[src/pkg/ear_pkg.sv]
package ear_pkg;
  localparam int          NUM_PORTS      = 16;
  localparam int          EXP_ADDR_BITS  = 7;
  // register byte offsets
  localparam logic [11:0] OFF_EXP_ADDR2  = 12'hae0;
  localparam logic [11:0] OFF_EXP_ADDR3  = 12'hae4;
  localparam logic [11:0] OFF_EVT_CTL    = 12'hae8;
  localparam logic [11:0] OFF_EVT_STS    = 12'haec;
  // writable bits of each register; everything else is reserved
  localparam logic [31:0] MASK_EXP_ADDR2 = 32'hfefefefe;
  localparam logic [31:0] MASK_EXP_ADDR3 = 32'h0000fefe;
  localparam logic [31:0] MASK_EVT_CTL   = 32'h8000ffff;
  localparam logic [31:0] RESET_VALUE    = 32'h00000000;
  // field positions
  localparam int          POS_EXP_LO     = 1;
  localparam int          POS_EXP_STRIDE = 8;
  localparam int          POS_INVERT     = 31;
  localparam logic [1:0]  RESP_OKAY      = 2'h0;
  localparam logic [1:0]  RESP_SLVERR    = 2'h2;
endpackage

[src/ear_pin_mux.sv]
`timescale 1ns/1ps
// alternate-function mux: a routed port takes over its gpio pin for the event output
module ear_pin_mux (
  input  wire logic                          clock,
  input  wire logic                          reset,
  input  wire logic [ear_pkg::NUM_PORTS-1:0] route_enable,
  input  wire logic [ear_pkg::NUM_PORTS-1:0] route_active,
  input  wire logic                          polarity_invert,
  input  wire logic [ear_pkg::NUM_PORTS-1:0] core_out,
  input  wire logic [ear_pkg::NUM_PORTS-1:0] core_oe,
  output logic      [ear_pkg::NUM_PORTS-1:0] pin_out,
  output logic      [ear_pkg::NUM_PORTS-1:0] pin_oe
);
  typedef struct packed {
    logic [ear_pkg::NUM_PORTS-1:0] out;
    logic [ear_pkg::NUM_PORTS-1:0] oe;
  } ear_mux_s;

  ear_mux_s                      st_reg;
  ear_mux_s                      st_next;
  logic [ear_pkg::NUM_PORTS-1:0] sel_out;
  logic [ear_pkg::NUM_PORTS-1:0] sel_oe;

  genvar g;
  generate
    for (g = 0; g < ear_pkg::NUM_PORTS; g++) begin : g_pin
      // active low unless inverted
      assign sel_out[g] = route_enable[g] ? ~(route_active[g] ^ polarity_invert) : core_out[g];
      assign sel_oe[g]  = route_enable[g] ? 1'b1 : core_oe[g];
    end
  endgenerate

  always_comb begin
    st_next     = st_reg;
    st_next.out = sel_out;
    st_next.oe  = sel_oe;
    if (reset) begin
      st_next = '0;
    end
  end

  always_ff @(posedge clock) begin
    st_reg <= st_next;
  end

  assign pin_out = st_reg.out;
  assign pin_oe  = st_reg.oe;
endmodule

[src/ear_top.sv]
`timescale 1ns/1ps
module ear_top #(
  parameter int AW = 12
) (
  input  wire logic                              clock,
  input  wire logic                              reset,
  input  wire logic [AW-1:0]                     s_axi_awaddr,
  input  wire logic                              s_axi_awvalid,
  output logic                                   s_axi_awready,
  input  wire logic [31:0]                       s_axi_wdata,
  input  wire logic [3:0]                        s_axi_wstrb,
  input  wire logic                              s_axi_wvalid,
  output logic                                   s_axi_wready,
  output logic [1:0]                             s_axi_bresp,
  output logic                                   s_axi_bvalid,
  input  wire logic                              s_axi_bready,
  input  wire logic [AW-1:0]                     s_axi_araddr,
  input  wire logic                              s_axi_arvalid,
  output logic                                   s_axi_arready,
  output logic [31:0]                            s_axi_rdata,
  output logic [1:0]                             s_axi_rresp,
  output logic                                   s_axi_rvalid,
  input  wire logic                              s_axi_rready,
  input  wire logic [ear_pkg::NUM_PORTS-1:0]     port_event_request,
  output logic [ear_pkg::NUM_PORTS-1:0]          legacy_notify,
  input  wire logic [ear_pkg::NUM_PORTS-1:0]     gpio_core_out,
  input  wire logic [ear_pkg::NUM_PORTS-1:0]     gpio_core_oe,
  output logic [ear_pkg::NUM_PORTS-1:0]          gpio_out,
  output logic [ear_pkg::NUM_PORTS-1:0]          gpio_oe,
  output logic [ear_pkg::EXP_ADDR_BITS-1:0]      expander_eight_addr,
  output logic [ear_pkg::EXP_ADDR_BITS-1:0]      expander_nine_addr,
  output logic [ear_pkg::EXP_ADDR_BITS-1:0]      expander_ten_addr,
  output logic [ear_pkg::EXP_ADDR_BITS-1:0]      expander_eleven_addr,
  output logic [ear_pkg::EXP_ADDR_BITS-1:0]      expander_twelve_addr,
  output logic [ear_pkg::EXP_ADDR_BITS-1:0]      expander_thirteen_addr
);
  // the register offsets need twelve address bits; the bus cannot be wider than a word
  generate
    if (AW < 12 || AW > 32) begin : g_bad_aw
      $error("ear_top: AW must be 12 to 32");
    end
  endgenerate

  typedef struct packed {
    logic                          awready;
    logic                          wready;
    logic                          bvalid;
    logic [1:0]                    bresp;
    logic                          arready;
    logic                          rvalid;
    logic [1:0]                    rresp;
    logic [31:0]                   rdata;
    logic                          aw_held;
    logic [AW-1:0]                 aw_addr;
    logic                          w_held;
    logic [31:0]                   w_data;
    logic [3:0]                    w_strb;
    logic [31:0]                   exp_addr2;
    logic [31:0]                   exp_addr3;
    logic [31:0]                   evt_ctl;
    logic [ear_pkg::NUM_PORTS-1:0] active;
    logic [ear_pkg::NUM_PORTS-1:0] legacy;
  } ear_state_s;

  ear_state_s  st_reg;
  ear_state_s  st_next;
  logic        aw_fire;
  logic        w_fire;
  logic        wr_en;
  logic [AW-1:0] wr_addr;
  logic [31:0] wr_data;
  logic [3:0]  wr_strb;

  // byte-lane merge; reserved bits are forced to zero on every write
  function automatic logic [31:0] merge(input logic [31:0] old, input logic [31:0] val,
                                        input logic [3:0] strb, input logic [31:0] mask);
    logic [31:0] r;
    r = old;
    for (int b = 0; b < 4; b++) begin
      if (strb[b]) begin
        r[8*b +: 8] = val[8*b +: 8];
      end
    end
    return r & mask;
  endfunction

  function automatic logic match(input logic [AW-1:0] a, input logic [11:0] off);
    return {a[AW-1:2], 2'h0} == AW'(off);
  endfunction

  ////////////////////////////////////////////////////////////////////////////////
  always_comb begin
    st_next = st_reg;
    aw_fire = s_axi_awvalid && st_reg.awready;
    w_fire  = s_axi_wvalid && st_reg.wready;
    wr_addr = st_reg.aw_held ? st_reg.aw_addr : s_axi_awaddr;
    wr_data = st_reg.w_held ? st_reg.w_data : s_axi_wdata;
    wr_strb = st_reg.w_held ? st_reg.w_strb : s_axi_wstrb;
    wr_en   = (st_reg.aw_held || aw_fire) && (st_reg.w_held || w_fire) && !st_reg.bvalid;

    if (aw_fire) begin
      st_next.aw_held = 1'b1;
      st_next.aw_addr = s_axi_awaddr;
    end
    if (w_fire) begin
      st_next.w_held = 1'b1;
      st_next.w_data = s_axi_wdata;
      st_next.w_strb = s_axi_wstrb;
    end
    if (s_axi_bvalid && s_axi_bready) begin
      st_next.bvalid = 1'b0;
    end
    if (wr_en) begin
      st_next.aw_held = 1'b0;
      st_next.w_held  = 1'b0;
      st_next.bvalid  = 1'b1;
      st_next.bresp   = ear_pkg::RESP_OKAY;
      if (match(wr_addr, ear_pkg::OFF_EXP_ADDR2)) begin
        st_next.exp_addr2 = merge(st_reg.exp_addr2, wr_data, wr_strb, ear_pkg::MASK_EXP_ADDR2);
      end else if (match(wr_addr, ear_pkg::OFF_EXP_ADDR3)) begin
        st_next.exp_addr3 = merge(st_reg.exp_addr3, wr_data, wr_strb, ear_pkg::MASK_EXP_ADDR3);
      end else if (match(wr_addr, ear_pkg::OFF_EVT_CTL)) begin
        st_next.evt_ctl = merge(st_reg.evt_ctl, wr_data, wr_strb, ear_pkg::MASK_EVT_CTL);
      end else if (!match(wr_addr, ear_pkg::OFF_EVT_STS)) begin
        st_next.bresp = ear_pkg::RESP_SLVERR;
      end
    end
    // one write in flight: no new address or data until the response is gone
    st_next.awready = !st_next.aw_held && !st_next.bvalid;
    st_next.wready  = !st_next.w_held && !st_next.bvalid;

    if (s_axi_rvalid && s_axi_rready) begin
      st_next.rvalid  = 1'b0;
      st_next.arready = 1'b1;
    end
    if (s_axi_arvalid && st_reg.arready) begin
      st_next.arready = 1'b0;
      st_next.rvalid  = 1'b1;
      st_next.rresp   = ear_pkg::RESP_OKAY;
      st_next.rdata   = ear_pkg::RESET_VALUE;
      if (match(s_axi_araddr, ear_pkg::OFF_EXP_ADDR2)) begin
        st_next.rdata = st_reg.exp_addr2;
      end else if (match(s_axi_araddr, ear_pkg::OFF_EXP_ADDR3)) begin
        st_next.rdata = st_reg.exp_addr3;
      end else if (match(s_axi_araddr, ear_pkg::OFF_EVT_CTL)) begin
        st_next.rdata = st_reg.evt_ctl;
      end else if (match(s_axi_araddr, ear_pkg::OFF_EVT_STS)) begin
        st_next.rdata = {16'h0000, st_reg.active};
      end else begin
        st_next.rresp = ear_pkg::RESP_SLVERR;
      end
    end

    // gated with the enable that will stand next cycle, so status never outlives its enable
    st_next.active = port_event_request & st_next.evt_ctl[ear_pkg::NUM_PORTS-1:0];
    st_next.legacy = port_event_request & ~st_next.evt_ctl[ear_pkg::NUM_PORTS-1:0];

    if (reset) begin
      st_next         = '0;
      st_next.awready = 1'b1;
      st_next.wready  = 1'b1;
      st_next.arready = 1'b1;
    end
  end

  always_ff @(posedge clock) begin
    st_reg <= st_next;
  end

  ////////////////////////////////////////////////////////////////////////////////
  ear_pin_mux u_pin_mux (
    .clock           (clock),
    .reset           (reset),
    .route_enable    (st_next.evt_ctl[ear_pkg::NUM_PORTS-1:0]),
    .route_active    (st_next.active),
    .polarity_invert (st_next.evt_ctl[ear_pkg::POS_INVERT]),
    .core_out        (gpio_core_out),
    .core_oe         (gpio_core_oe),
    .pin_out         (gpio_out),
    .pin_oe          (gpio_oe)
  );

  assign s_axi_awready          = st_reg.awready;
  assign s_axi_wready           = st_reg.wready;
  assign s_axi_bvalid           = st_reg.bvalid;
  assign s_axi_bresp            = st_reg.bresp;
  assign s_axi_arready          = st_reg.arready;
  assign s_axi_rvalid           = st_reg.rvalid;
  assign s_axi_rresp            = st_reg.rresp;
  assign s_axi_rdata            = st_reg.rdata;
  assign legacy_notify          = st_reg.legacy;
  assign expander_eight_addr    = st_reg.exp_addr2[7:1];
  assign expander_nine_addr     = st_reg.exp_addr2[15:9];
  assign expander_ten_addr      = st_reg.exp_addr2[23:17];
  assign expander_eleven_addr   = st_reg.exp_addr2[31:25];
  assign expander_twelve_addr   = st_reg.exp_addr3[7:1];
  assign expander_thirteen_addr = st_reg.exp_addr3[15:9];

  ////////////////////////////////////////////////////////////////////////////////
  logic [15:0] en_q;
  logic        inv_q;
  logic        wr_a2_full;
  logic        wr_a3_full;
  assign en_q       = st_reg.evt_ctl[15:0];
  assign inv_q      = st_reg.evt_ctl[31];
  assign wr_a2_full = wr_en && match(wr_addr, ear_pkg::OFF_EXP_ADDR2) && (wr_strb == 4'hf);
  assign wr_a3_full = wr_en && match(wr_addr, ear_pkg::OFF_EXP_ADDR3) && (wr_strb == 4'hf);
endmodule

[config.mk]
export PLATFORM = sky130hd
export DESIGN_NAME = ear_top
export DESIGN_NICKNAME = d
export VERILOG_FILES = /design/src/pkg/ear_pkg.sv /design/src/ear_pin_mux.sv /design/src/ear_top.sv
export SDC_FILE = /design/constraint.sdc
export NUM_CORES = 1
export LEC_CHECK = 0
export CAP_MARGIN = 15
export CORE_MARGIN = 3
export CORE_UTILIZATION = 55
export CTS_CLUSTER_DIAMETER = 80
export DETAILED_ROUTE_END_ITERATION = 12
export DONT_BUFFER_PORTS = 1
export PLACE_DENSITY = 0.72
export SLEW_MARGIN = 25
export SYNTH_ARGS = -nofsm -noshare
export SYNTH_HDL_FRONTEND = slang
export SYNTH_SLANG_ARGS = --single-unit
[constraint.sdc]
create_clock -name clock -period 2.7 [get_ports clock]
set_input_delay 0.54 -clock clock [delete_from_list [all_inputs] [get_ports clock]]
set_output_delay 0.54 -clock clock [all_outputs]
set_load 0.1 [all_outputs]
==> impl_metrics.json, run 1 <==
{
  "outcome": "finished, final reports clean",
  "antenna_found_initial": 0,
  "tritoncts": "built",
  "fin_util_pct": 61.04,
  "path_cells": "nand3b_1 > buf_4 > a221oi_2 > nand4_1 > and3_1 > a32o_1",
  "holdWs_ps": 112.4,
  "ys_seq_area_share_pct": 43.91,
  "crit_family": "simple AND/OR/NAND/NOR gates",
  "grt_pass1_vias": 6859,
  "p_per_area_nw_per_um2": 729.7,
  "tightest_slew_ps": 997.3,
  "min_path_type": "primary input to flop",
  "syn_avg_cell_area_sq_um": 8.664,
  "crit_required_ps": 3100,
  "rr_startpoint": "st_reg[177]$_SDFF_PP0_",
  "synth_adder_area_share_pct": 0,
  "syn_area_sq_um": 9392,
  "synth_top_family_by_area": "compound AO/OA/AOI/OAI gates",
  "clk_pin_slew_ps": 60,
  "finClkSkew_ps": 22.85,
  "clkPwrFrac_pct": 41.1,
  "r2r_end": "u_pin_mux.pin_out[0]$_SDFF_PP0_",
  "antenna_left": 0,
  "critPathMaxStageDelay_ps": 530,
  "drive_gt1_share_pct": 16.08,
  "core_area_sq_um": 16640,
  "fin_crit_ps": 2517,
  "synth_xor_area_share_pct": 0,
  "setup_viol": 0,
  "die_x_um": 136.7,
  "timing.fmax_ghz": 0.3973,
  "post_cts_buffers": 0,
  "gr-total-overflow": 0,
  "drtPass1Iterations": 5,
  "min_from": "reset",
  "yosys.area_share.simple_pct": 17.07,
  "cts_max_path_buffers": 3,
  "io_pins": 246,
  "area_growth_pct": 8.167,
  "drv_slew": 0,
  "drc_errors": 0,
  "hold_viol": 0,
  "max-cap-violations": 0,
  "grt_max_degree": 156,
  "largest_reg_flops": 62,
  "worstHoldEndpoint": "u_pin_mux.pin_oe[4]$_SDFF_PP0_",
  "pwr-share-comb_pct": 11.6,
  "ctsHoldBuffers": 0,
  "vias_per_cell": 5.864,
  "p_seq_share_pct": 47.3,
  "fp.dieH_um": 136.7,
  "p_sw_share_pct": 28.30,
  "r2r_slack_ps": 180,
  "drt_iter0_markers": 599,
  "num_rows": 47,
  "cp-end-kind": "flop",
  "hpwlAfterDp_um": 17800,
  "slowest_stage": "dfxtp_1",
  "clk_latency_ps": 510,
  "fin_nets": 1152,
  "whs_path_depth": 1,
  "die-area_sq_um": 18680,
  "r2r_cells": 6,
  "synth-compound-area-share_pct": 18.32,
  "grt_pass1_wl_um": 38270,
  "ys_ff_latch": 206,
  "grt_usage_pct": 25.97,
  "worstSetupPathDepth": 6,
  "synth_edf_count": 0,
  "routedWlPerCell_um": 20.10,
  "rsz0062_at_grt": "false",
  "synth_largest_area_cell": "dfxtp_1",
  "yosys_warnings": 0,
  "cp-start-kind": "flop",
  "portBuffers": 0,
  "drt_wl_total_um": 25550,
  "vias": 7453,
  "power.switching_uw": 2098,
  "peakVddDrop_mv": 0.4377,
  "antennaDiodeCount": 0,
  "clock-sinks": 206,
  "yosys-mux-area-fraction_pct": 7.194,
  "synth_top_area_share_pct": 43.91,
  "cts.htree.levels": 1,
  "critical_path_class": "flop to flop",
  "post_cts_resized": 0,
  "synth-async-reset-ratio_pct": 0,
  "p_leak_uw": 0.004165,
  "gp_congestion": 0.8770,
  "totalNegativeSetupSlack_ps": 0,
  "mostFrequentLayoutCells": "dfxtp_1, a21oi_1, nand2_1, buf_4, nor3_1",
  "p_int_uw": 5315,
  "slew_headroom_pct": 33.42,
  "syn-instance-count": 1084,
  "synthTopCellsByArea": "dfxtp_1, buf_4, a21oi_1",
  "worstPathArrival_ps": 2910,
  "crit_buf_inv": 1,
  "initial_core_util_pct": 56.43,
  "synth.distinct_cells": 51,
  "synth_flop_cell": "dfxtp_1",
  "numCtsBuffers": 22,
  "critPathMaxFanout": 11,
  "min_period_over_period_pct": 93.21,
  "final_common_cell": "dfxtp_1",
  "cts_root_buf": "clkbuf_16"
}
==> layout make-up <==
cell class                 instances  area (sq um)
tap                              220         275.3
timing repair buffer             100         800.8
clock inverter                     5         75.07
fill                            1482          6484
inverter                          49         183.9
clock buffer                      33         663.1
sequential                       206          4125
multi-input combinational        658          4035
==> worst register-to-register path, cell delays in order (launching register included) <==
cell and delay, ps:
dfxtp_1 530, nand3b_1 500, buf_4 360, a221oi_2 240, nand4_1 260, and3_1 320
a32o_1 220
==> stage by stage <==
stage	worst slack, ps	power [uW]	area, sq um	std cells
after CTS	254.7	7456	10160	1271
after global placement	230.6	4411	9420	1233
after global routing	38.26	7680	10160	1271
final	183.3	7413	10160	1271
after detailed placement	164.0	4423	9420	1233
after floorplan	96.51	4287	9403	1087
==> synthesized netlist by cell type, drive strengths merged (15+ instances only) <==
library cell  number
nand2            128
nand4             18
a41o              17
a21oi            137
and3              16
mux2              20
o21a              15
inv               49
nor3              77
dfxtp            206
buf              133
clkbuf            41
mux2i             45
nor2              52
==> cells by family (layout without fill, tap and decap cells) <==
family / after synthesis / in the layout
simple gates: 335 / 335
mux: 65 / 65
other cells: 1 / 4
flops: 206 / 206
compound gates: 254 / 254
buf+inv: 223 / 187
==> power groups by stage <==
stage | combinational [uW] | sequential [uW] | clock (uW)
global route | 920 | 3520 | 3240
global placement | 842 | 3570 | 0
detailed placement | 850 | 3570 | 0
CTS | 854 | 3510 | 3090
floorplan | 732 | 3550 | 0
finish | 858 | 3510 | 3050
==> how the worst max path moves through the flow <==
stage / startpoint / endpoint / slack (ps)
2_1_floorplan: s_axi_wready$_SDFF_PP1_ / u_pin_mux.pin_out[8]$_SDFF_PP0_ / 100
3_3_place_gp: s_axi_awaddr[2] / u_pin_mux.pin_out[8]$_SDFF_PP0_ / 230
3_5_place_dp: s_axi_awaddr[2] / u_pin_mux.pin_out[0]$_SDFF_PP0_ / 160
4_1_cts: st_reg[177]$_SDFF_PP0_ / u_pin_mux.pin_out[0]$_SDFF_PP0_ / 250
5_1_grt: st_reg[177]$_SDFF_PP0_ / u_pin_mux.pin_out[0]$_SDFF_PP0_ / 40
6_report: st_reg[177]$_SDFF_PP0_ / u_pin_mux.pin_out[0]$_SDFF_PP0_ / 180
==> routing by layer <==
layer	up-vias	routed length, um	track usage (%)
li1	3611	-	-
met1	3524	10420	33.72
met2	284	11750	40.80
met3	34	2888	9.596
met4	0	495	6.999
met5	-	0	0
Power figures use the tool's default switching activity.
==> run 2, diff against run 1 <==
==> constraint.sdc (replaced) <==
create_clock -name clock -period 2.7 [get_ports clock]
set_input_delay 0.675 -clock clock [delete_from_list [all_inputs] [get_ports clock]]
set_output_delay 0.675 -clock clock [all_outputs]
set_load 0.1 [all_outputs]
==> run 2 against run 1 <==
Wire length rose by 2.4%. Sequential share of layout area shrank 1.6 points. Die area unchanged. Utilization rose by 2.6 points. Fmax is 7.9% higher.
==> impl_metrics.json, run 2 (synthesized netlist as in run 1, its figures left out) <==
{
  "outcome": "finished, final reports clean",
  "numCtsBuffers": 23,
  "fin_nets": 1214,
  "slew_headroom_pct": 53.68,
  "post_cts_buffers": 0,
  "critPathMaxStageDelay_ps": 570,
  "die-area_sq_um": 18680,
  "largest_reg_flops": 62,
  "timing.fmax_ghz": 0.4288,
  "crit_required_ps": 3100,
  "core_area_sq_um": 16640,
  "vias_per_cell": 5.805,
  "cts.htree.levels": 1,
  "cp-start-kind": "flop",
  "max-cap-violations": 0,
  "drt_wl_total_um": 26150,
  "crit_buf_inv": 2,
  "clock-sinks": 206,
  "worstPathArrival_ps": 2730,
  "rsz0062_at_grt": "false",
  "finClkSkew_ps": 21.50,
  "grt_usage_pct": 26.78,
  "grt_pass1_vias": 7223,
  "clk_latency_ps": 510,
  "hpwlAfterDp_um": 18440,
  "antenna_found_initial": 1,
  "area_growth_pct": 12.74,
  "drc_errors": 0,
  "fin_crit_ps": 2332,
  "p_leak_uw": 0.004470,
  "totalNegativeSetupSlack_ps": 0,
  "portBuffers": 0,
  "pwr-share-comb_pct": 16.0,
  "critPathMaxFanout": 19,
  "peakVddDrop_mv": 0.4666,
  "p_per_area_nw_per_um2": 701.7,
  "antenna_left": 0,
  "post_cts_resized": 0,
  "tritoncts": "built",
  "cp-end-kind": "flop",
  "grt_pass1_wl_um": 39650,
  "min_path_type": "primary input to flop",
  "gr-total-overflow": 0,
  "path_cells": "buf_12 > nand2_1 > a211oi_4 > buf_4 > nand4_1 > and3_1 > a32o_1",
  "initial_core_util_pct": 56.43,
  "tightest_slew_ps": 694.8,
  "p_int_uw": 5247,
  "drtPass1Iterations": 4,
  "stdcell_count": 1336,
  "setup_viol": 0,
  "die_x_um": 136.7,
  "vias": 7755,
  "min_period_over_period_pct": 86.37,
  "cts_max_path_buffers": 3,
  "drive_gt1_share_pct": 21.06,
  "p_sw_share_pct": 29.38,
  "grt_max_degree": 156,
  "drt_iter0_markers": 586,
  "crit_family": "simple AND/OR/NAND/NOR gates",
  "final_common_cell": "dfxtp_1",
  "p_seq_share_pct": 43.6,
  "ctsHoldBuffers": 0,
  "fp.dieH_um": 136.7,
  "critical_path_class": "flop to flop",
  "power.switching_uw": 2182,
  "num_rows": 47,
  "clkPwrFrac_pct": 40.4,
  "mostFrequentLayoutCells": "dfxtp_1, buf_4, a21oi_1, nand2_1, nor3_1",
  "holdWs_ps": 233.7,
  "io_pins": 246,
  "slowest_stage": "dfxtp_2",
  "hold_viol": 0,
  "cts_root_buf": "clkbuf_16",
  "drv_slew": 0,
  "routedWlPerCell_um": 19.58,
  "antennaDiodeCount": 0,
  "clk_pin_slew_ps": 60,
  "gp_congestion": 0.8994,
  "place_inst": 1294
}
-- run 2: changes by cell type in the layout (fill, tap and decap cells not counted) --
cell / previous run / this run
buf_12: 4 / 2
buf_4: 96 / 159
bufinv_16: 2 / 1
clkbuf_1: 5 / 4
clkbuf_8: 5 / 3
clkinv_2: 3 / 6
clkinvlp_4: 0 / 3
inv_6: 0 / 1
inv_8: 0 / 1
-- run 2: per-layer routing --
layer | track usage (%) | share of wire, %
met5 | 0 | 0
met2 | 41.95 | 46
met3 | 9.265 | 11
met1 | 34.85 | 41
met4 | 8.343 | 2.6
-- run 2: worst paths after layout --
kind              cells after the start                         endpoint                startpoint  slack, ps
setup / recovery                      7  u_pin_mux.pin_out[0]$_SDFF_PP0_    st_reg[164]$_SDFF_PP0_        370
hold / removal                        1  u_pin_mux.pin_oe[10]$_SDFF_PP0_                     reset        230
setup reg to reg                      7  u_pin_mux.pin_out[0]$_SDFF_PP0_    st_reg[164]$_SDFF_PP0_        370
hold reg to reg                       2         st_reg[149]$_SDFFE_PP0P_  st_reg[149]$_SDFFE_PP0P_        450
-- run 2: metrics by stage --
stage	instance area (sq um)	power [uW]	worst slack, ps	util (%)
global route	10590	7691	259.0	63.62
detailed placement	9853	4484	118.1	59.21
global placement	9853	4469	151.1	59.21
finish	10590	7430	368.1	63.62
CTS	10590	7478	377.4	63.62
floorplan	9403	4287	96.51	-
-- run 2: final cells by class --
cell class              count  area [sq um]
fillers                  1460          6055
flip-flops and latches    206          4125
multi-input cells         658          4035
repair buffers            161          1234
clock buffers              30         631.9
well taps                 220         275.3
inverters                  49         183.9
clock inverters            12         102.6
-- run 2: worst reg2reg max path: cells and delay by family, from the launching register on --
kind | cells | cell delay (ps)
AO/OA/AOI/OAI | 2 | 460
buffers and inverters | 2 | 510
flip-flops | 1 | 570
AND/OR/NAND/NOR | 3 | 710
-- run 2: power groups by stage --
| stage | registers (uW) | logic [uW] | clock network (uW) |
|---|---|---|---|
| 2_1_floorplan | 3550 | 732 | 0 |
| 3_3_place_gp | 3300 | 1170 | 0 |
| 3_5_place_dp | 3310 | 1180 | 0 |
| 4_1_cts | 3240 | 1180 | 3060 |
| 5_1_grt | 3250 | 1260 | 3180 |
| 6_report | 3240 | 1190 | 3000 |
==> run 3, diff against run 2 <==
- ABC_AREA: unset -> 1
- CTS_CLUSTER_DIAMETER: 80 -> 40
==> run 3 against run 2 <==
Wire length shrank 11%. Clock skew shrank 4.6 ps. Clock power grew 30%. Die area shrank 2.1%. Non-clock buffer count shrank 11. Sequential power grew 2%. Via count shrank 0.27%. Setup slack gained 170 ps. Critical path type unchanged. Critical endpoint is now u_pin_mux.pin_oe[0]$_SDFF_PP0_. Highest routed layer unchanged.
==> impl_metrics.json, run 3 <==
{
  "clk_pin_slew_ps": 60,
  "path_cells": "inv_2 > nand2_1 > nor2_1 > nor2_2 > nor2_4 > nand3_4 > o21ai_2 > inv_1 > o21ai_0 > inv_1",
  "worstHoldEndpoint": "s_axi_bresp[1]$_SDFFE_PP0N_",
  "cp-end-kind": "flop",
  "p_leak_uw": 0.005027,
  "drive_gt1_share_pct": 20.02,
  "antenna_left": 0,
  "placed_area_sq_um": 9673,
  "hold_viol": 0,
  "yosys_warnings": 0,
  "syn-instance-count": 1222,
  "design_area_sq_um": 10710,
  "stdcell_count": 1495,
  "synthTopCellsByArea": "dfxtp_1, nand2_1, buf_4",
  "drtPass1Iterations": 5,
  "grt_usage_pct": 24.48,
  "setup_viol": 0,
  "p_per_area_nw_per_um2": 811.4,
  "min_from": "reset",
  "slew_headroom_pct": 50.92,
  "core_area_sq_um": 16120,
  "drt_iter0_markers": 563,
  "routedWlPerCell_um": 15.52,
  "r2r_end": "u_pin_mux.pin_oe[0]$_SDFF_PP0_",
  "die-area_sq_um": 18290,
  "crit_required_ps": 3130,
  "tightest_slew_ps": 728.5,
  "drv_slew": 0,
  "min_period_over_period_pct": 80.15,
  "cts.htree.levels": 1,
  "grt_pass1_wl_um": 36600,
  "multi_input_area_sq_um": 3563,
  "fin_nets": 1371,
  "critPathMaxStageDelay_ps": 370,
  "largest_reg_flops": 62,
  "synth.distinct_cells": 37,
  "synth_top_area_share_pct": 44.89,
  "min_path_type": "primary input to flop",
  "grt_most_used_layer": "met2",
  "post_cts_resized": 0,
  "fillers": 1411,
  "rr_startpoint": "st_reg[177]$_SDFF_PP0_",
  "r2r_slack_ps": 540,
  "place_inst": 1440,
  "cts_max_path_buffers": 3,
  "totalNegativeSetupSlack_ps": 0,
  "slowest_stage": "dfxtp_1",
  "seq_area_sq_um": 4125,
  "timing.fmax_ghz": 0.4621,
  "drc_errors": 0,
  "portBuffers": 0,
  "io_pins": 246,
  "cp-startpoint": "st_reg[177]$_SDFF_PP0_",
  "hpwlAfterDp_um": 16590,
  "synth_common_cells": "nand2_1, dfxtp_1, o21ai_0",
  "yosysMostFrequentCell": "nand2_1",
  "grt_pass1_vias": 7199,
  "outcome": "finished, final reports clean",
  "final_common_cell": "nand2_1",
  "holdWs_ps": 216.4,
  "peakVddDrop_mv": 0.6965,
  "vias_per_cell": 5.173,
  "post_cts_buffers": 0,
  "antennaDiodeCount": 0,
  "synth_largest_area_cell": "dfxtp_1",
  "r2r_cells": 10,
  "fp.dieH_um": 135.2,
  "ys_ff_latch": 206,
  "vias": 7734,
  "antenna_found_initial": 0,
  "grt.met1_usage_pct": 31.82,
  "syn_avg_cell_area_sq_um": 7.517,
  "grt_use_met3_pct": 7.207,
  "clk_latency_ps": 530,
  "rsz0062_at_grt": "false",
  "synth_flop_cell": "dfxtp_1",
  "fin_crit_ps": 2164,
  "tritoncts": "built",
  "syn_area_sq_um": 9186,
  "cp_common_cell": "inv_1",
  "finClkSkew_ps": 16.92,
  "cts_root_buf": "clkbuf_16",
  "num_rows": 46,
  "gr-total-overflow": 0,
  "fin_util_pct": 66.45,
  "mostFrequentLayoutCells": "nand2_1, dfxtp_1, o21ai_0, buf_4, inv_1",
  "grt.met2_usage_pct": 40.04,
  "die_x_um": 135.2,
  "synth-async-reset-ratio_pct": 0,
  "initial_core_util_pct": 57.00,
  "ys_seq_area_share_pct": 44.89,
  "worstPathArrival_ps": 2590,
  "whs_path_depth": 1,
  "numCtsBuffers": 30,
  "max-cap-violations": 0,
  "grt_max_degree": 59,
  "cp-start-kind": "flop",
  "synth_edf_count": 0,
  "area_growth_pct": 16.58,
  "clock-sinks": 206,
  "ctsHoldBuffers": 0,
  "critical_path_class": "flop to flop",
  "gp_congestion": 0.9098,
  "drt_wl_total_um": 23210,
  "critPathMaxFanout": 15
}
[run 3: layer usage]
layer | share of wire, % | routed length (um) | vias up
li1 | - | - | 3929
met1 | 42 | 9791 | 3481
met2 | 46 | 10770 | 284
met3 | 9.5 | 2194 | 40
met4 | 1.9 | 450 | 0
met5 | 0 | 0 | -
[run 3: worst max-delay path: cells and delay by family (launching register included)]
kind,cells,cell delay [ps]
simple gates,5,870
buf+inv,3,330
flops,1,370
compound gates,2,480
[run 3: worst max path at each step]
stage / depth (start not counted) / slack, ps / to
2_1_floorplan: 10 / 230 / u_pin_mux.pin_oe[3]$_SDFF_PP0_
3_3_place_gp: 9 / 400 / u_pin_mux.pin_oe[0]$_SDFF_PP0_
3_5_place_dp: 9 / 370 / u_pin_mux.pin_oe[2]$_SDFF_PP0_
4_1_cts: 10 / 560 / u_pin_mux.pin_oe[2]$_SDFF_PP0_
5_1_grt: 10 / 350 / u_pin_mux.pin_oe[2]$_SDFF_PP0_
6_report: 10 / 540 / u_pin_mux.pin_oe[0]$_SDFF_PP0_
[run 3: power breakdown]
part           total (uW)  internal (uW)  switching, uW  leakage (uW)
Clock                3910           2480           1430      0.000501
Sequential           3320           3240           85.5       0.00169
Combinational        1450            317           1140       0.00284
Total                8690           6030           2660       0.00503
[run 3: final cells by class]
cell class              count  share of cell area, %
flip-flops and latches    206                  38.52
clock inverters            14                  1.519
repair buffers            150                  10.87
clock buffers              41                  8.155
multi-input cells         722                  33.28
inverters                 146                  5.141
well taps                 216                  2.524
[run 3: kinds of logic after synthesis]
kind of cell | synth area share (%)
AND/OR/NAND/NOR | 22.47
buffers and inverters | 16.44
AO/OA/AOI/OAI | 15.83
flip-flops | 44.89
multiplexers | 0.3269
other | 0.04082
[run 3: through the flow]
stage | power, uW | worst slack [ps]
2_1_floorplan | 4590 | 228.5
3_3_place_gp | 4805 | 404.0
3_5_place_dp | 4835 | 369.4
4_1_cts | 8752 | 556.7
5_1_grt | 9022 | 345.7
6_report | 8690 | 536.0
